`src/logic/tor_pkg.sv`:
```
// constants and state type of the inclinometer offset, rate and id bank
package tor_pkg;

  // register addresses
  localparam logic [15:0] ADDR_ANG_OFF_X  = 16'h0036;
  localparam logic [15:0] ADDR_ANG_OFF_Y  = 16'h0037;
  localparam logic [15:0] ADDR_ACC_OFF_X  = 16'h0038;
  localparam logic [15:0] ADDR_ACC_OFF_Y  = 16'h0039;
  localparam logic [15:0] ADDR_RATE_SEL   = 16'h003F;
  localparam logic [15:0] ADDR_CAL_FIRST  = 16'h0040;
  localparam logic [15:0] ADDR_CAL_LAST   = 16'h0047;
  localparam logic [15:0] ADDR_SERIAL_HI  = 16'hFFF0;
  localparam logic [15:0] ADDR_SERIAL_LO  = 16'hFFF1;
  localparam logic [15:0] ADDR_DEV_ID     = 16'hFFF2;
  localparam logic [15:0] ADDR_FW_VER     = 16'hFFF3;
  localparam logic [15:0] ADDR_BUILD_VER  = 16'hFFF4;

  // reset values and calibration read value
  localparam logic [15:0] RST_ANG_OFF     = 16'h0000;
  localparam logic [15:0] RST_ACC_OFF     = 16'h0000;
  localparam logic [1:0]  RST_RATE_SEL    = 2'h0;
  localparam logic [15:0] CAL_READ_VALUE  = 16'h0000;

  // accepted spans
  localparam logic signed [15:0] ANG_OFF_MIN = 16'shFC18;
  localparam logic signed [15:0] ANG_OFF_MAX = 16'sh03E8;
  localparam logic signed [15:0] ACC_OFF_MIN = 16'shFF9C;
  localparam logic signed [15:0] ACC_OFF_MAX = 16'sh0064;
  localparam logic [15:0]        RATE_MAX    = 16'h0002;

  // decimal position factors
  localparam logic signed [31:0] DEC_F0 = 32'sh0000_0001;
  localparam logic signed [31:0] DEC_F1 = 32'sh0000_000A;
  localparam logic signed [31:0] DEC_F2 = 32'sh0000_0064;
  localparam logic signed [31:0] DEC_F3 = 32'sh0000_03E8;

  // modbus exception codes
  localparam logic [7:0] EXC_NONE          = 8'h00;
  localparam logic [7:0] EXC_ILLEGAL_FUNC  = 8'h01;
  localparam logic [7:0] EXC_ILLEGAL_ADDR  = 8'h02;
  localparam logic [7:0] EXC_ILLEGAL_VALUE = 8'h03;

  // sample rates and derived divider periods
  localparam int unsigned CLK_HZ    = 20000000;
  localparam int unsigned RATE0_HZ  = 4;
  localparam int unsigned RATE1_HZ  = 7;
  localparam int unsigned RATE2_HZ  = 15;
  localparam int unsigned RATE0_CYC = CLK_HZ / RATE0_HZ;
  localparam int unsigned RATE1_CYC = CLK_HZ / RATE1_HZ;
  localparam int unsigned RATE2_CYC = CLK_HZ / RATE2_HZ;
  localparam int unsigned DIV_W     = 23;

  typedef struct packed {
    logic [1:0][15:0]  ang_off;
    logic [1:0][15:0]  acc_off;
    logic [1:0]        rate_sel;
    logic              rsp_valid;
    logic [7:0]        rsp_code;
    logic [15:0]       rsp_data;
    logic [1:0][15:0]  ang_res;
    logic [1:0][15:0]  acc_res;
    logic [DIV_W-1:0]  div_cnt;
    logic              tick;
  } tor_state_t;

endpackage : tor_pkg

```
`src/logic/tor_axis_if.sv`:
```
// carrier between the bank and its per-axis angle rescaler
`timescale 1ns/1ps
interface tor_axis_if;
  logic signed [15:0] base;
  logic [1:0]         dec;
  logic signed [15:0] offset;
  logic signed [15:0] result;

  modport bank (output base, output dec, output offset, input result);
  modport calc (input base, input dec, input offset, output result);
endinterface : tor_axis_if

```
`src/logic/tor_regs.sv`:
```
// offset, rate and identity register bank of the inclinometer
`timescale 1ns/1ps
module tor_regs #(
  parameter int unsigned RATE0_CYC = tor_pkg::RATE0_CYC,
  parameter int unsigned RATE1_CYC = tor_pkg::RATE1_CYC,
  parameter int unsigned RATE2_CYC = tor_pkg::RATE2_CYC,
  // identity words: values arbitrary
  parameter logic [15:0] SERIAL_HI = 16'h0000,
  parameter logic [15:0] SERIAL_LO = 16'h0001,
  parameter logic [15:0] DEV_ID    = 16'hA5C3,
  parameter logic [15:0] FW_VER    = 16'h0100,
  parameter logic [15:0] BUILD_VER = 16'h0001
) (
  // clock and reset
  input  wire logic                 sys_clk_i,
  input  wire logic                 reset_i,
  // single-register request from the protocol engine
  input  wire logic                 req_valid_i,
  input  wire logic                 req_write_i,
  input  wire logic [15:0]          req_addr_i,
  input  wire logic [15:0]          req_wdata_i,
  input  wire logic                 write_allow_i,
  // answer to the protocol engine
  output logic                      rsp_valid_o,
  output logic                      rsp_exc_o,
  output logic [7:0]                rsp_code_o,
  output logic [15:0]               rsp_data_o,
  // measurement path
  input  wire logic signed [15:0]   angle_x_i,
  input  wire logic signed [15:0]   angle_y_i,
  input  wire logic [1:0]           decimal_x_i,
  input  wire logic [1:0]           decimal_y_i,
  input  wire logic signed [15:0]   accel_x_i,
  input  wire logic signed [15:0]   accel_y_i,
  output logic [15:0]               angle_result_x_o,
  output logic [15:0]               angle_result_y_o,
  output logic [15:0]               accel_result_x_o,
  output logic [15:0]               accel_result_y_o,
  // sampling
  output logic [1:0]                sample_rate_o,
  output logic                      sample_tick_o
);
  tor_pkg::tor_state_t state;
  tor_pkg::tor_state_t next_state;

  tor_axis_if axis [2] ();

  logic signed [15:0] ang_in [2];
  logic [1:0]         dec_in [2];
  logic signed [15:0] acc_in [2];
  logic [15:0]        ang_calc [2];

  assign ang_in[0] = angle_x_i;
  assign ang_in[1] = angle_y_i;
  assign dec_in[0] = decimal_x_i;
  assign dec_in[1] = decimal_y_i;
  assign acc_in[0] = accel_x_i;
  assign acc_in[1] = accel_y_i;

  // one rescaler per axis
  for (genvar g = 0; g < 2; g++)
  begin : g_axis
    assign axis[g].base   = ang_in[g];
    assign axis[g].dec    = dec_in[g];
    // offset passed as stored, never rescaled here
    assign axis[g].offset = state.ang_off[g];
    assign ang_calc[g]    = axis[g].result;
    tor_scale u_scale (
      .ax (axis[g])
    );
  end

  logic [tor_pkg::DIV_W-1:0] period_m1;
  logic                      is_cal;
  logic                      is_ro;
  logic                      is_rw;
  logic                      in_range;
  logic [15:0]               rd_data;
  logic signed [15:0]        wval;

  assign wval   = signed'(req_wdata_i);
  assign is_cal = (req_addr_i >= tor_pkg::ADDR_CAL_FIRST) &&
                  (req_addr_i <= tor_pkg::ADDR_CAL_LAST);

  always_comb
  begin
    case (state.rate_sel)
      2'h0:    period_m1 = tor_pkg::DIV_W'(RATE0_CYC - 1);
      2'h1:    period_m1 = tor_pkg::DIV_W'(RATE1_CYC - 1);
      default: period_m1 = tor_pkg::DIV_W'(RATE2_CYC - 1);
    endcase
  end

  // address decode, read mux and span checks
  always_comb
  begin
    is_ro    = 1'b0;
    is_rw    = 1'b0;
    in_range = 1'b0;
    rd_data  = 16'h0000;
    case (req_addr_i)
      tor_pkg::ADDR_ANG_OFF_X,
      tor_pkg::ADDR_ANG_OFF_Y:
      begin
        is_rw    = 1'b1;
        rd_data  = state.ang_off[req_addr_i[0]];
        in_range = (wval >= tor_pkg::ANG_OFF_MIN) &&
                   (wval <= tor_pkg::ANG_OFF_MAX);
      end
      tor_pkg::ADDR_ACC_OFF_X,
      tor_pkg::ADDR_ACC_OFF_Y:
      begin
        is_rw    = 1'b1;
        rd_data  = state.acc_off[req_addr_i[0]];
        in_range = (wval >= tor_pkg::ACC_OFF_MIN) &&
                   (wval <= tor_pkg::ACC_OFF_MAX);
      end
      tor_pkg::ADDR_RATE_SEL:
      begin
        is_rw    = 1'b1;
        rd_data  = {14'h0000, state.rate_sel};
        in_range = (req_wdata_i <= tor_pkg::RATE_MAX);
      end
      tor_pkg::ADDR_SERIAL_HI:
      begin
        is_ro   = 1'b1;
        rd_data = SERIAL_HI;
      end
      tor_pkg::ADDR_SERIAL_LO:
      begin
        is_ro   = 1'b1;
        rd_data = SERIAL_LO;
      end
      tor_pkg::ADDR_DEV_ID:
      begin
        is_ro   = 1'b1;
        rd_data = DEV_ID;
      end
      tor_pkg::ADDR_FW_VER:
      begin
        is_ro   = 1'b1;
        rd_data = FW_VER;
      end
      tor_pkg::ADDR_BUILD_VER:
      begin
        is_ro   = 1'b1;
        rd_data = BUILD_VER;
      end
      default:
      begin
        // calibration words readable but treated as read-only
        if (is_cal)
        begin
          is_ro   = 1'b1;
          rd_data = tor_pkg::CAL_READ_VALUE;
        end
      end
    endcase
  end

  always_comb
  begin
    next_state           = state;
    next_state.rsp_valid = 1'b0;
    next_state.tick      = 1'b0;

    // sample divider; >= compare survives a rate change mid-count
    if (state.div_cnt >= period_m1)
    begin
      next_state.div_cnt = '0;
      next_state.tick    = 1'b1;
    end
    else
    begin
      next_state.div_cnt = state.div_cnt + 1'b1;
    end

    // results refresh once per sample period
    if (state.tick)
    begin
      for (int i = 0; i < 2; i++)
      begin
        next_state.ang_res[i] = ang_calc[i];
        next_state.acc_res[i] = 16'(acc_in[i] - signed'(state.acc_off[i]));
      end
    end

    if (req_valid_i)
    begin
      next_state.rsp_valid = 1'b1;
      next_state.rsp_code  = tor_pkg::EXC_NONE;
      next_state.rsp_data  = rd_data;
      // exception answers, checked in priority order
      if (!is_ro && !is_rw)
        next_state.rsp_code = tor_pkg::EXC_ILLEGAL_ADDR;
      else if (req_write_i)
      begin
        next_state.rsp_data = req_wdata_i;
        if (is_ro)
          next_state.rsp_code = tor_pkg::EXC_ILLEGAL_FUNC;
        else if (!write_allow_i)
          next_state.rsp_code = tor_pkg::EXC_ILLEGAL_FUNC;
        else if (!in_range)
          next_state.rsp_code = tor_pkg::EXC_ILLEGAL_VALUE;
        else
        begin
          case (req_addr_i)
            // both angle offsets share the write path
            tor_pkg::ADDR_ANG_OFF_X,
            tor_pkg::ADDR_ANG_OFF_Y:
              next_state.ang_off[req_addr_i[0]] = req_wdata_i;
            // both acceleration offsets share the write path
            tor_pkg::ADDR_ACC_OFF_X,
            tor_pkg::ADDR_ACC_OFF_Y:
              next_state.acc_off[req_addr_i[0]] = req_wdata_i;
            tor_pkg::ADDR_RATE_SEL:
              next_state.rate_sel = req_wdata_i[1:0];
            default:
              next_state.rate_sel = state.rate_sel;
          endcase
        end
      end
    end
  end

  always_ff @(posedge sys_clk_i)
  begin
    if (reset_i)
    begin
      state          <= '0;
      state.ang_off  <= {2{tor_pkg::RST_ANG_OFF}};
      state.acc_off  <= {2{tor_pkg::RST_ACC_OFF}};
      state.rate_sel <= tor_pkg::RST_RATE_SEL;
    end
    else
    begin
      state <= next_state;
    end
  end

  assign rsp_valid_o      = state.rsp_valid;
  assign rsp_exc_o        = state.rsp_valid &&
                            (state.rsp_code != tor_pkg::EXC_NONE);
  assign rsp_code_o       = state.rsp_code;
  assign rsp_data_o       = state.rsp_data;
  assign angle_result_x_o = state.ang_res[0];
  assign angle_result_y_o = state.ang_res[1];
  assign accel_result_x_o = state.acc_res[0];
  assign accel_result_y_o = state.acc_res[1];
  assign sample_rate_o    = state.rate_sel;
  assign sample_tick_o    = state.tick;
endmodule : tor_regs

```
`src/logic/tor_scale.sv`:
```
// angle rescaler: decimal factor applied, then offset removed
`timescale 1ns/1ps
module tor_scale (
  tor_axis_if.calc ax
);
  logic signed [31:0] factor;
  logic signed [31:0] product;
  logic signed [31:0] diff;

  always_comb
  begin
    case (ax.dec)
      2'h0:    factor = tor_pkg::DEC_F0;
      2'h1:    factor = tor_pkg::DEC_F1;
      2'h2:    factor = tor_pkg::DEC_F2;
      default: factor = tor_pkg::DEC_F3;
    endcase
  end

  // offset subtracted after rescale; top bits dropped, range is user's
  assign product   = 32'(signed'(ax.base)) * factor;
  assign diff      = product - 32'(signed'(ax.offset));
  assign ax.result = diff[15:0];
endmodule : tor_scale

```
`config.mk`:
```
export PLATFORM = sky130hd
export DESIGN_NAME = tor_regs
export DESIGN_NICKNAME = d
export VERILOG_FILES = /design/src/logic/tor_pkg.sv /design/src/logic/tor_axis_if.sv /design/src/logic/tor_regs.sv /design/src/logic/tor_scale.sv
export SDC_FILE = /design/constraint.sdc
export NUM_CORES = 1
export LEC_CHECK = 0
export BUFFER_PORTS_ARGS = -buffer_cell sky130_fd_sc_hd__buf_2
export CORE_MARGIN = 2
export CORE_UTILIZATION = 33
export DETAILED_ROUTE_END_ITERATION = 8
export GPL_TIMING_DRIVEN = 0
export SLEW_MARGIN = 20
export SYNTH_ARGS = -nofsm -noshare
export SYNTH_HDL_FRONTEND = slang
export SYNTH_SLANG_ARGS = --single-unit
```
`constraint.sdc`:
```
create_clock -name sys_clk_i -period 7.1 [get_ports sys_clk_i]
set_clock_uncertainty 0.05 [all_clocks]
set_input_delay 0.355 -clock sys_clk_i [delete_from_list [all_inputs] [get_ports sys_clk_i]]
set_output_delay 0.355 -clock sys_clk_i [all_outputs]
set_load 0.01 [all_outputs]
```
Word-level counts from Yosys, hierarchy flattened --
Index checks and enable logic that the tools add are counted.
Storage, ports and cells: register bits after elaboration 179, bits of input ports 105, word-level logic and storage cells 93
Operators by class: $add $sub $neg 5, multiply operators 2, $lt $le $gt $ge 10, equality and inequality tests 15, muxes and demuxes 24, bitwise gates (word level) 2, reductions and logical operators 21
Operators by type and width (count):
- $mux 16 | 6
- $pmux 16 s6 | 1
- $eq 16x16->1 const B | 5
- $eq 16x6->1 const B | 5
- $bwmux 32 | 2
- $sub 16x16->16 | 4
- $pmux 10 s3 | 2
- $pmux 23 s2 | 1
- $mul 16x11->16 | 2
- $mux 25 | 1
- $add 23x1->23 const B | 1
- $ge 23x23->1 | 1
- $reduce_and 7->1 | 3
- $mux 18 | 1
- $demux 16 s1 | 1
- $ge 16x11->1 const B | 1
- $ge 16x7->1 const B | 1
- $ge 16x8->1 const B | 1
- $le 16x11->1 const B | 1
- $le 16x2->1 const B | 1
- $le 16x7->1 const B | 1
- $le 16x8->1 const B | 1
- $reduce_or 5->1 | 2
- $mux 8 | 1
- other kinds (14) | 33

Depth between registers and ports, before layout --
Gate-level depths: netlist of the first run.
depth in word-level cells 9, depth in mapped cells 23

By module --
Synthesis of the first run repeated with hierarchy kept, for this count alone.
Unflattened totals: cells, all modules 2006, area, all modules 16853.7 sq um
By module, submodules not included:
- tor_regs | instances 1, cells an instance 1151, area an instance 9645.5 sq um
- tor_scale at g_axis[1].u_scale | instances 1, cells an instance 426, area an instance 3609.7 sq um
- tor_scale at g_axis[0].u_scale | instances 1, cells an instance 429, area an instance 3598.5 sq um

Least setup slack after synthesis of the first run --
OpenSTA, ideal clock, no wires.
path type input -> register, start point input decimal_y_i[1], end point register state, in the netlist angle_result_y_o[14], library setup time 0.116 ns, arrival time 5.405 ns, path slack 1.529 ns, stages 21, path buffers 2, path through clkbuf_1 > clkbuf_1 > and2_1 > nand2_1 > fa_1 > inv_1 > ha_1 > fa_1 > fa_1 > inv_1 > fa_1 > inv_1 > ha_1 > o21ai_0 > a21boi_0 > and3_1 > a211oi_1 > o21bai_1 > a21oi_1 > mux2_2 > a31o_2
Between the ends: cells in the longest elaborated chain, start to end 4, elaborated cells between the ends (all ways) 6, classes of those cells add/sub (1); mul (1); eq/ne (2); mux (1); reduce/logical (1)
Ends and longest elaborated chain:
- start: declaration | RTL line tor_regs.sv:32 | input wire logic [1:0] decimal_y_i,
- $eq 2x2->1 (tied with other cells) | RTL line tor_scale.sv:12 | case (ax.dec)
- $pmux 10 s3 (*) | RTL line tor_scale.sv:12
- $mul 16x11->16 (*) | RTL line tor_scale.sv:21 | assign product = 32'(signed'(ax.base)) * factor;
- $sub 16x16->16 (*) | RTL line tor_scale.sv:22 | assign diff = product - 32'(signed'(ax.offset));
- end signal: assignment | RTL line tor_regs.sv:237 | state <= next_state;
- end: declaration | RTL line tor_regs.sv:43 | tor_pkg::tor_state_t state;
Mark *: on every way between the ends. The rest lies on a longest branch, timed or not. A chain may end at the register's enable or synchronous reset.

Final worst setup path of the first run --
Same ends and word-level chain as after synthesis.

==> results of run 1 <==
## worst paths after layout
| path | cells past startpoint | slack (ns) | from | end |
|---|---|---|---|---|
| hold / removal | 3 | 0.11 | req_wdata_i[14] | rsp_data_o[14]$_SDFFE_PP0P_ |
| hold reg to reg | 2 | 0.41 | state[129]$_SDFFE_PP0P_ | state[129]$_SDFFE_PP0P_ |
| setup reg to reg | 17 | 1.95 | axis[1].offset[10]$_SDFFE_PP0P_ | angle_result_y_o[14]$_SDFFE_PP0P_ |
| setup / recovery | 20 | 1.11 | decimal_y_i[1] | angle_result_y_o[14]$_SDFFE_PP0P_ |
## state kept, by name (all words and copies together) (netlist names)
signal / flops
sample_tick_o: 1
state: 55
accel_result_y_o: 16
axis.offset: 32
angle_result_y_o: 16
accel_result_x_o: 16
angle_result_x_o: 16
sample_rate_o: 2
rsp_code_o: 2
rsp_valid_o: 1
rsp_data_o: 16
## per-stage QoR
| stage | cells | hold slack [ns] |
|---|---|---|
| 3_3_place_gp | 2824 | 0.392 |
| 5_1_grt | 2858 | 0.134 |
| 3_5_place_dp | 2824 | 0.397 |
| 4_1_cts | 2856 | 0.0925 |
| 2_1_floorplan | 1969 | 0.386 |
| 6_report | 2858 | 0.109 |
## metal layers
metal | routed length, um | track usage [%] | up-vias
met2 | 25400 | 34.3 | 363
met5 | 53 | 0 | -
met4 | 1710 | 7.41 | 8
li1 | - | - | 6713
met3 | 2660 | 3.51 | 78
met1 | 22000 | 24.4 | 6801
## cell type report
cell class | count | area (sq um) | area share [%]
Buffer | 166 | 972 | 5.12
Antenna cell | 2 | 5.00 | 0.0264
Tap cell | 672 | 841 | 4.43
Inverter | 297 | 1110 | 5.87
Clock buffer | 17 | 425 | 2.24
Timing Repair Buffer | 183 | 916 | 4.82
Multi-Input combinational cell | 1333 | 11000 | 58.2
Sequential cell | 173 | 3460 | 18.2
Clock inverter | 15 | 200 | 1.05
## cell families (layout without fill, tap and decap cells)
logic type,count (synthesis),count (layout),share of synthesized area (%)
AO/OA/AOI/OAI,298,298,11.8
adder cells (fa/ha/maj),299,299,29.1
XOR/XNOR,101,101,5.34
other,1,8,0.0226
multiplexers,61,61,3.72
flip-flops,173,173,20.9
buffers and inverters,463,678,12.6
AND/OR/NAND/NOR,568,568,16.5
## Yosys cell counts (18+ instances only)
cell type	count
inv_1	296
nand2_1	191
dfxtp_1	173
ha_1	155
nor2_1	148
fa_1	144
buf_4	90
a21oi_1	86
clkbuf_1	64
xnor2_1	64
o21ai_0	60
and2_1	58
mux2i_1	56
xor2_1	37
nand3_1	33
a22oi_1	27
a211oi_1	25
nand2b_1	25
and3_1	23
nor3_1	20
nor2b_1	18
## where the power goes
| part | switching (W) | internal [W] | total, W |
|---|---|---|---|
| Sequential | 0.00000377 | 0.000972 | 0.000975 |
| Clock | 0.000459 | 0.000568 | 0.00103 |
| Combinational | 0.00114 | 0.000824 | 0.00197 |
## tightest hold or removal path: stages
cell	delay (ns)
buf_2	0.11
a22oi_1	0.06
o21ai_0	0.06
==> flow_metrics.env, run 1 <==
export IMPL_cp_start_kind="input port"
export IMPL_wl_per_cell_um=18.1
export IMPL_crit_arrival_ns=6.29
export IMPL_powerDensity_nw_per_um2=209
export IMPL_dp_hpwl_mm=43.3
export IMPL_synth_avg_cell_area_sq_um=8.44
export IMPL_synth_main_ff_cell="dfxtp_1"
export IMPL_via_per_inst=4.89
export IMPL_die_w_um=228
export IMPL_crit_chain="clkbuf_1 > clkbuf_1 > nor2b_1 > nand2_1 > fa_1 > inv_1 > ha_1 > inv_1 > fa_1 > fa_1 > inv_1 > fa_1 > a21o_1 > a21oi_1 > o21ai_0 > a211oi_1 > o21bai_1 > a21oi_1 > mux2_2 > a31o_2"
export IMPL_ys_warn_count=0
export IMPL_end_kind="flop"
export IMPL_yosysTopAreaCell="dfxtp_1"
export IMPL_drv_slew=0
export IMPL_drt_total_wl_mm=51.8
export IMPL_nNetsFinal=2575
export IMPL_leakage_nw=8.93
export IMPL_grt_overflow=0
export IMPL_design_area_sq_um=19000
export IMPL_grt_max_degree=18
export IMPL_worstMarginPinSlew_ns=1.09
export IMPL_critical_path_top_delay_family="adder cells"
export IMPL_setup_viol=0
export IMPL_tns_ns=0
export IMPL_drcViolationCount=0
export IMPL_initial_core_util_pct=33.2
export IMPL_clk_pin_slew_ns=0.07
export IMPL_hold_buffers=0
export IMPL_crit_required_ns=7.40
export IMPL_mostFrequentLayoutCell="inv_1"
export IMPL_finalHoldViolations=0
export IMPL_relSlewSlack_pct=27.6
export IMPL_synth_cell_type_count=73
export IMPL_synth_area_leaders="dfxtp_1, fa_1, ha_1"
export IMPL_rows=82
export IMPL_gp_congestion=0.965
export IMPL_fp_dieH_um=228
export IMPL_fillers=5192
export IMPL_post_cts_buffers=0
export IMPL_ys_seq_area_share_pct=20.9
export IMPL_cts_num_sinks=173
export IMPL_rsz0062_at_grt="no"
export IMPL_track_usage_pct=19.8
export IMPL_path_common_cell="fa_1"
export IMPL_drtIter0Drc=898
export IMPL_mostFrequentLayoutCells="inv_1, buf_2, nand2_1"
export IMPL_post_route_util_pct=38.1
export IMPL_cts_root_buf="clkbuf_16"
export IMPL_timing_final_crit_share_pct=84.3
export IMPL_max_stage_delay_ns=0.56
export IMPL_area_growth_pct=14.5
export IMPL_grt_pass1_wl_mm=80.1
export IMPL_drtAntennaViolNets=0
export IMPL_worst_path_buf_inv=5
export IMPL_maxCapViolCount=0
export IMPL_hold_class="in2reg"
export IMPL_timing_fmax_mhz=167
export IMPL_via_count=14000
export IMPL_critPathKind="in2reg"
export IMPL_dpl_cell_area_sq_um=18400
export IMPL_clock_latency_ns=0.46
export IMPL_grt_pass1_vias=14200
export IMPL_ios=198
export IMPL_pre_cts_slack_ns=0.583
export IMPL_h_tree_depth=4
export IMPL_cts_resized=0
export IMPL_outcome="finished clean"
export IMPL_cts_tree="built"
export IMPL_finalCriticalPeriod_ns=5.99
export IMPL_numCtsBuffers=17
export IMPL_syn_area_sq_um=16600
export IMPL_slowest_stage="fa_1"
export IMPL_coreArea_sq_um=49900
export IMPL_async_flop_share_pct=0
export IMPL_port_buffers=183
export IMPL_synth_edff_count=0
export IMPL_worstPathMaxFanout=10
export IMPL_vdd_ir_drop_max_uv=147
export IMPL_synth_top_area_share_pct=20.9
export IMPL_fin_ws_ns=1.11
export IMPL_clockBufferDepth=2
export IMPL_power_w=0.00397
export IMPL_layout_drive_gt1_share_pct=15.6
export IMPL_syn_inst=1964
export IMPL_die_area_sq_um=52000
export IMPL_firstDrtPassIters=6
export IMPL_synth_seq_cells=173
export IMPL_antenna_found_initial=6
Power figures use the tool's default switching activity.
==> inputs of run 2 (changes only) <==
ABC_AREA = 1   (was default)
clock period = 6.08 ns   (was 7.1 ns; I/O delays follow)
==> run 2 against run 1 <==
Compared with the run above:
- via count is 13% higher
- sequential power is 17% higher
- setup slack worse by 0.58 ns
- core utilization is 0.54 points lower
- flip-flop and latch count stayed put
- cell count is 22% higher
- wire length is 4.7% higher
- power is 17% higher
- synthesized cell count is 31% higher
- non-clock buffer count stayed put
- combinational power is 24% higher
- largest cell class unchanged
- largest power group unchanged
- highest routed layer unchanged
==> flow_metrics.env, run 2 <==
export IMPL_setup_viol=0
export IMPL_fp_dieH_um=236
export IMPL_placed_cells=3446
export IMPL_timing_final_crit_share_pct=91.3
export IMPL_critPathKind="in2reg"
export IMPL_drt_total_wl_mm=54.2
export IMPL_grt_pass1_wl_mm=85.1
export IMPL_largest_reg_flops=55
export IMPL_drtIter0Drc=943
export IMPL_gp_congestion=0.938
export IMPL_die_area_sq_um=55800
export IMPL_port_buffers=181
export IMPL_timing_fmax_mhz=180
export IMPL_vdd_ir_drop_max_uv=220
export IMPL_drcViolationCount=0
export IMPL_synth_cell_type_count=49
export IMPL_end_kind="flop"
export IMPL_top_usage_layer="met2"
export IMPL_grt_overflow=0
export IMPL_synth_area_leaders="dfxtp_1, fa_1, nand2_1"
export IMPL_area_growth_pct=13.1
export IMPL_clock_latency_ns=0.46
export IMPL_cts_num_sinks=173
export IMPL_firstDrtPassIters=5
export IMPL_ios=198
export IMPL_slowest_stage="fa_1"
export IMPL_crit_chain="clkbuf_1 > clkbuf_1 > nand2_1 > nor2_1 > inv_1 > fa_1 > inv_1 > fa_1 > fa_1 > fa_1 > inv_1 > fa_1 > inv_1 > ha_1 > nand2_1 > nor4_1 > a21o_1 > inv_1 > nand2_1 > nand3_1 > nand2_1 > inv_1"
export IMPL_grt_max_degree=17
export IMPL_maxCapViolCount=0
export IMPL_cts_resized=0
export IMPL_cts_root_buf="clkbuf_16"
export IMPL_drtAntennaViolNets=0
export IMPL_via_per_inst=4.53
export IMPL_synth_main_ff_cell="dfxtp_1"
export IMPL_fin_ws_ns=0.529
export IMPL_grt_use_met1_pct=26.4
export IMPL_h_tree_depth=4
export IMPL_crit_arrival_ns=5.85
export IMPL_syn_inst=2564
export IMPL_coreArea_sq_um=53600
export IMPL_pre_cts_slack_ns=0.0705
export IMPL_outcome="finished clean"
export IMPL_post_cts_buffers=0
export IMPL_hold_buffers=0
export IMPL_wl_per_cell_um=15.6
export IMPL_layout_cells_non_filler=3478
export IMPL_synthMostInstantiatedCell="nand2_1"
export IMPL_initial_core_util_pct=33.2
export IMPL_track_usage_pct=19.7
export IMPL_crit_required_ns=6.38
export IMPL_layout_drive_gt1_share_pct=13.1
export IMPL_use_met2_pct=32.9
export IMPL_dp_hpwl_mm=45.5
export IMPL_fillers=5805
export IMPL_antenna_found_initial=4
export IMPL_path_common_cell="inv_1"
export IMPL_ys_seq_area_share_pct=19.5
export IMPL_mostFrequentLayoutCells="nand2_1, inv_1, nor2_1"
export IMPL_clk_pin_slew_ns=0.07
export IMPL_worstMarginPinSlew_ns=0.889
export IMPL_largest_register="state"
export IMPL_rows=85
export IMPL_relSlewSlack_pct=40.7
export IMPL_nNetsFinal=3173
export IMPL_worstPathMaxFanout=10
export IMPL_ys_warn_count=0
export IMPL_tns_ns=0
export IMPL_synth_top_area_share_pct=19.5
export IMPL_hold_class="in2reg"
export IMPL_powerDensity_nw_per_um2=230
export IMPL_finalCriticalPeriod_ns=5.55
export IMPL_async_flop_share_pct=0
export IMPL_synth_avg_cell_area_sq_um=6.94
export IMPL_mostFrequentLayoutCell="nand2_1"
export IMPL_clockBufferDepth=2
export IMPL_yosysTopAreaCell="dfxtp_1"
export IMPL_leakage_nw=11.1
export IMPL_cp_start_kind="input port"
export IMPL_post_route_util_pct=37.5
export IMPL_finalHoldViolations=0
export IMPL_numCtsBuffers=17
export IMPL_rsz0062_at_grt="no"
export IMPL_die_w_um=236
export IMPL_grt_pass1_vias=15300
export IMPL_synth_seq_cells=173
export IMPL_via_count=15700
export IMPL_drv_slew=0
export IMPL_cts_tree="built"
export IMPL_syn_area_sq_um=17800
export IMPL_max_stage_delay_ns=0.54
export IMPL_ys_top_cells_by_count="nand2_1, inv_1, nor2_1"
export IMPL_synth_edff_count=0
export IMPL_use_met3_pct=3.09
==> run 2: cell count changes after synthesis, moves of 43 or more <==
cell and change:
nand3_1 +43, and2_1 -57, mux2i_1 -56, nor2_1 +191, o21ai_0 +80, inv_1 +229, nand2_1 +341
==> run 2: through the flow <==
step | instance area, sq um | power, W | hold WS, ns
6_report | 20100 | 0.00463 | 0.0862
3_3_place_gp | 19600 | 0.00361 | 0.419
3_5_place_dp | 19600 | 0.00361 | 0.429
5_1_grt | 20100 | 0.00505 | 0.101
4_1_cts | 20100 | 0.00466 | 0.0645
2_1_floorplan | 17800 | 0.00298 | 0.337
==> run 2: per-layer routing <==
metal  up-vias  routed length, um  part of all wire [%]
met4         8               1310                   2.4
met5         -                 46                 0.085
met2       383              25200                    47
met1      7152              24900                    46
li1       8131                  -                     -
met3        69               2790                   5.2
==> run 2: final timing paths <==
| path | end | from | cells after the start | slack, ns |
|---|---|---|---|---|
| hold reg to reg | angle_result_x_o[14]$_SDFFE_PP0P_ | angle_result_x_o[14]$_SDFFE_PP0P_ | 2 | 0.44 |
| setup / recovery | angle_result_y_o[15]$_SDFFE_PP0P_ | decimal_y_i[1] | 22 | 0.53 |
| setup reg to reg | angle_result_y_o[12]$_SDFFE_PP0P_ | axis[1].offset[9]$_SDFFE_PP0P_ | 17 | 1.54 |
| hold / removal | rsp_valid_o$_SDFF_PP0_ | reset_i | 2 | 0.09 |
==> run 2: cell families after synthesis <==
group / after synthesis / share of synthesized area (%)
xor gates and xnor gates: 70 / 3.45
buffers and inverters: 699 / 17.0
and+or+nand+nor: 1047 / 24.4
other: 1 / 0.0211
AOI/OAI and AO/OA: 275 / 8.60
adders and majority gates: 299 / 27.1
DFF: 173 / 19.5
==> run 2: critical path, delay by kind of cell <==
kind,cells,cell delay [ns]
AO/OA/AOI/OAI,1,0.18
AND/OR/NAND/NOR,7,1.40
adder cells (fa/ha/maj),6,2.90
buffers and inverters,8,1.08
==> run 2: report_power, final <==
group          internal, W  switching, W
clock             0.000536      0.000510
combinational     0.000911       0.00154
sequential         0.00114    0.00000374
==> run 2: area by class of cell <==
| class | instances | area (sq um) | area share (%) |
|---|---|---|---|
| multi-input combinational | 1697 | 11300 | 56.3 |
| sequential | 173 | 3460 | 17.2 |
| inverter | 531 | 2000 | 9.93 |
| buffer | 168 | 1020 | 5.06 |
| timing repair buffer | 181 | 906 | 4.50 |
| tap | 696 | 871 | 4.33 |
| clock buffer | 20 | 447 | 2.22 |
| clock inverter | 11 | 88.8 | 0.442 |
| antenna | 1 | 2.50 | 0.0124 |
==> inputs of run 3 (changes only) <==
CORE_UTILIZATION = 35   (was 33)
==> run 3 against run 2 <==
Compared with the run above:
- setup slack got worse by 0.26 ns
- clock power increased by 9.5%
- non-clock buffer count unchanged
- power increased by 3.7%
- first-iteration DRC count increased by 9.2%
- count of clock-buffer cells in the layout decreased by 1
- wire length increased by 2.3%
- critical endpoint unchanged
- largest power group unchanged
==> flow_metrics.env, run 3 (synthesis gave the netlist of run 2 again) <==
export IMPL_clockBufferDepth=2
export IMPL_grt_overflow=0
export IMPL_area_growth_pct=13.3
export IMPL_crit_arrival_ns=6.12
export IMPL_die_w_um=229
export IMPL_slowest_stage="fa_1"
export IMPL_setup_viol=0
export IMPL_design_area_sq_um=20100
export IMPL_grt_pass1_wl_mm=87.3
export IMPL_power_w=0.00480
export IMPL_critical_path_top_delay_family="adder cells"
export IMPL_track_usage_pct=21.2
export IMPL_via_per_inst=4.71
export IMPL_mostFrequentLayoutCells="nand2_1, inv_1, nor2_1"
export IMPL_powerDensity_nw_per_um2=238
export IMPL_intPower_w=0.00272
export IMPL_port_buffers=181
export IMPL_cp_start_kind="input port"
export IMPL_hold_class="in2reg"
export IMPL_timing_fmax_mhz=172
export IMPL_drcViolationCount=0
export IMPL_dpl_cell_area_sq_um=19500
export IMPL_critPathKind="in2reg"
export IMPL_numCtsBuffers=17
export IMPL_finalCriticalPeriod_ns=5.81
export IMPL_power_frac_seq_pct=23.7
export IMPL_worst_path_buf_inv=9
export IMPL_outcome="finished clean"
export IMPL_hold_worst_slack_ns=0.0795
export IMPL_cts_root_buf="clkbuf_16"
export IMPL_mostFrequentLayoutCell="nand2_1"
export IMPL_max_stage_delay_ns=0.58
export IMPL_drv_slew=0
export IMPL_post_cts_buffers=0
export IMPL_p_sw_w=0.00208
export IMPL_swShare_pct=43.4
export IMPL_post_route_util_pct=40.2
export IMPL_h_tree_depth=4
export IMPL_grt_pass1_vias=16300
export IMPL_drt_total_wl_mm=55.5
export IMPL_via_count=16300
export IMPL_drtAntennaViolNets=0
export IMPL_initial_core_util_pct=35.4
export IMPL_leakage_nw=11.1
export IMPL_vdd_ir_drop_max_uv=222
export IMPL_hold_start="reset_i"
export IMPL_nNetsFinal=3173
export IMPL_firstDrtPassIters=6
export IMPL_worstMarginPinSlew_ns=0.891
export IMPL_layout_drive_gt1_share_pct=13.1
export IMPL_rows=82
export IMPL_dp_hpwl_mm=46.5
export IMPL_rsz0062_at_grt="no"
export IMPL_clock_power_share_pct=23.9
export IMPL_antenna_found_initial=6
export IMPL_gp_congestion=0.981
export IMPL_combPwrFrac_pct=52.4
export IMPL_clk_pin_slew_ns=0.07
export IMPL_largest_reg_flops=55
export IMPL_ios=198
export IMPL_wl_per_cell_um=16.0
export IMPL_worstPathMaxFanout=10
export IMPL_coreArea_sq_um=50200
export IMPL_hold_buffers=0
export IMPL_cts_resized=0
export IMPL_tns_ns=0
export IMPL_grt_max_degree=17
export IMPL_finalHoldViolations=0
export IMPL_relSlewSlack_pct=40.6
export IMPL_path_common_cell="inv_1"
export IMPL_clock_latency_ns=0.47
export IMPL_crit_required_ns=6.39
export IMPL_critPathLaunch="decimal_y_i[1]"
export IMPL_maxCapViolCount=0
export IMPL_cts_num_sinks=173
export IMPL_crit_chain="clkbuf_1 > clkbuf_1 > nand2_1 > nor2_1 > inv_1 > fa_1 > inv_1 > fa_1 > fa_1 > fa_1 > inv_1 > fa_1 > inv_1 > ha_1 > inv_1 > o21ai_0 > nand3_1 > nand3_1 > a21o_1 > inv_1 > nand2_1 > nand3_1 > nand2_1 > inv_1"
export IMPL_drtIter0Drc=1030
export IMPL_die_area_sq_um=52600
export IMPL_cts_tree="built"
export IMPL_largest_register="state"
export IMPL_r2r_start="axis[1].offset[12]$_SDFFE_PP0P_"
export IMPL_timing_final_crit_share_pct=95.5
export IMPL_fp_dieH_um=229
export IMPL_end_kind="flop"
run 3: cell count changes in the layout (fill, tap and decap cells not counted):
cell,previous run,this run
clkinvlp_4,3,4
diode_2,1,4
bufinv_16,0,3
clkinv_2,1,3
inv_6,4,2
clkbuf_1,52,51
clkinv_4,4,0
run 3: cell type report:
type,count,area [sq um]
diodes,4,10.0
plain buffers,168,1020
clock buffers,19,443
clock inverters,11,144
fillers,5274,30000
inverters,531,2000
multi-input cells,1697,11300
flip-flops and latches,173,3460
well taps,672,841
repair buffers,181,906
run 3: through the flow:
step                setup slack, ns  instances
floorplan                     0.970       2569
global placement             0.0137       3422
detailed placement           -0.125       3422
CTS                           0.349       3452
global route                0.00942       3456
finish                        0.274       3456
run 3: per-layer routing:
metal / share of wire, % / up-vias / global-route usage (%)
met5: 0.023 / - / 0
met4: 3.4 / 2 / 8.08
met3: 4.7 / 77 / 2.75
met2: 48 / 451 / 36.3
met1: 44 / 7622 / 27.1
li1: - / 8119 / -
run 3: power by group through the flow:
stage | logic, W | clock network (W) | registers (W)
global placement | 0.00244 | 0 | 0.00116
detailed placement | 0.00248 | 0 | 0.00116
finish | 0.00252 | 0.00115 | 0.00114
CTS | 0.00250 | 0.00116 | 0.00114
global route | 0.00285 | 0.00121 | 0.00114
floorplan | 0.00182 | 0 | 0.00116
run 3: final timing paths:
kind                                       endpoint  slack (ns)  cells past startpoint
hold / removal               rsp_valid_o$_SDFF_PP0_        0.08                      2
hold reg to reg   accel_result_y_o[12]$_SDFFE_PP0P_        0.45                      2
setup reg to reg  angle_result_y_o[15]$_SDFFE_PP0P_        1.29                     19
setup / recovery  angle_result_y_o[15]$_SDFFE_PP0P_        0.27                     24
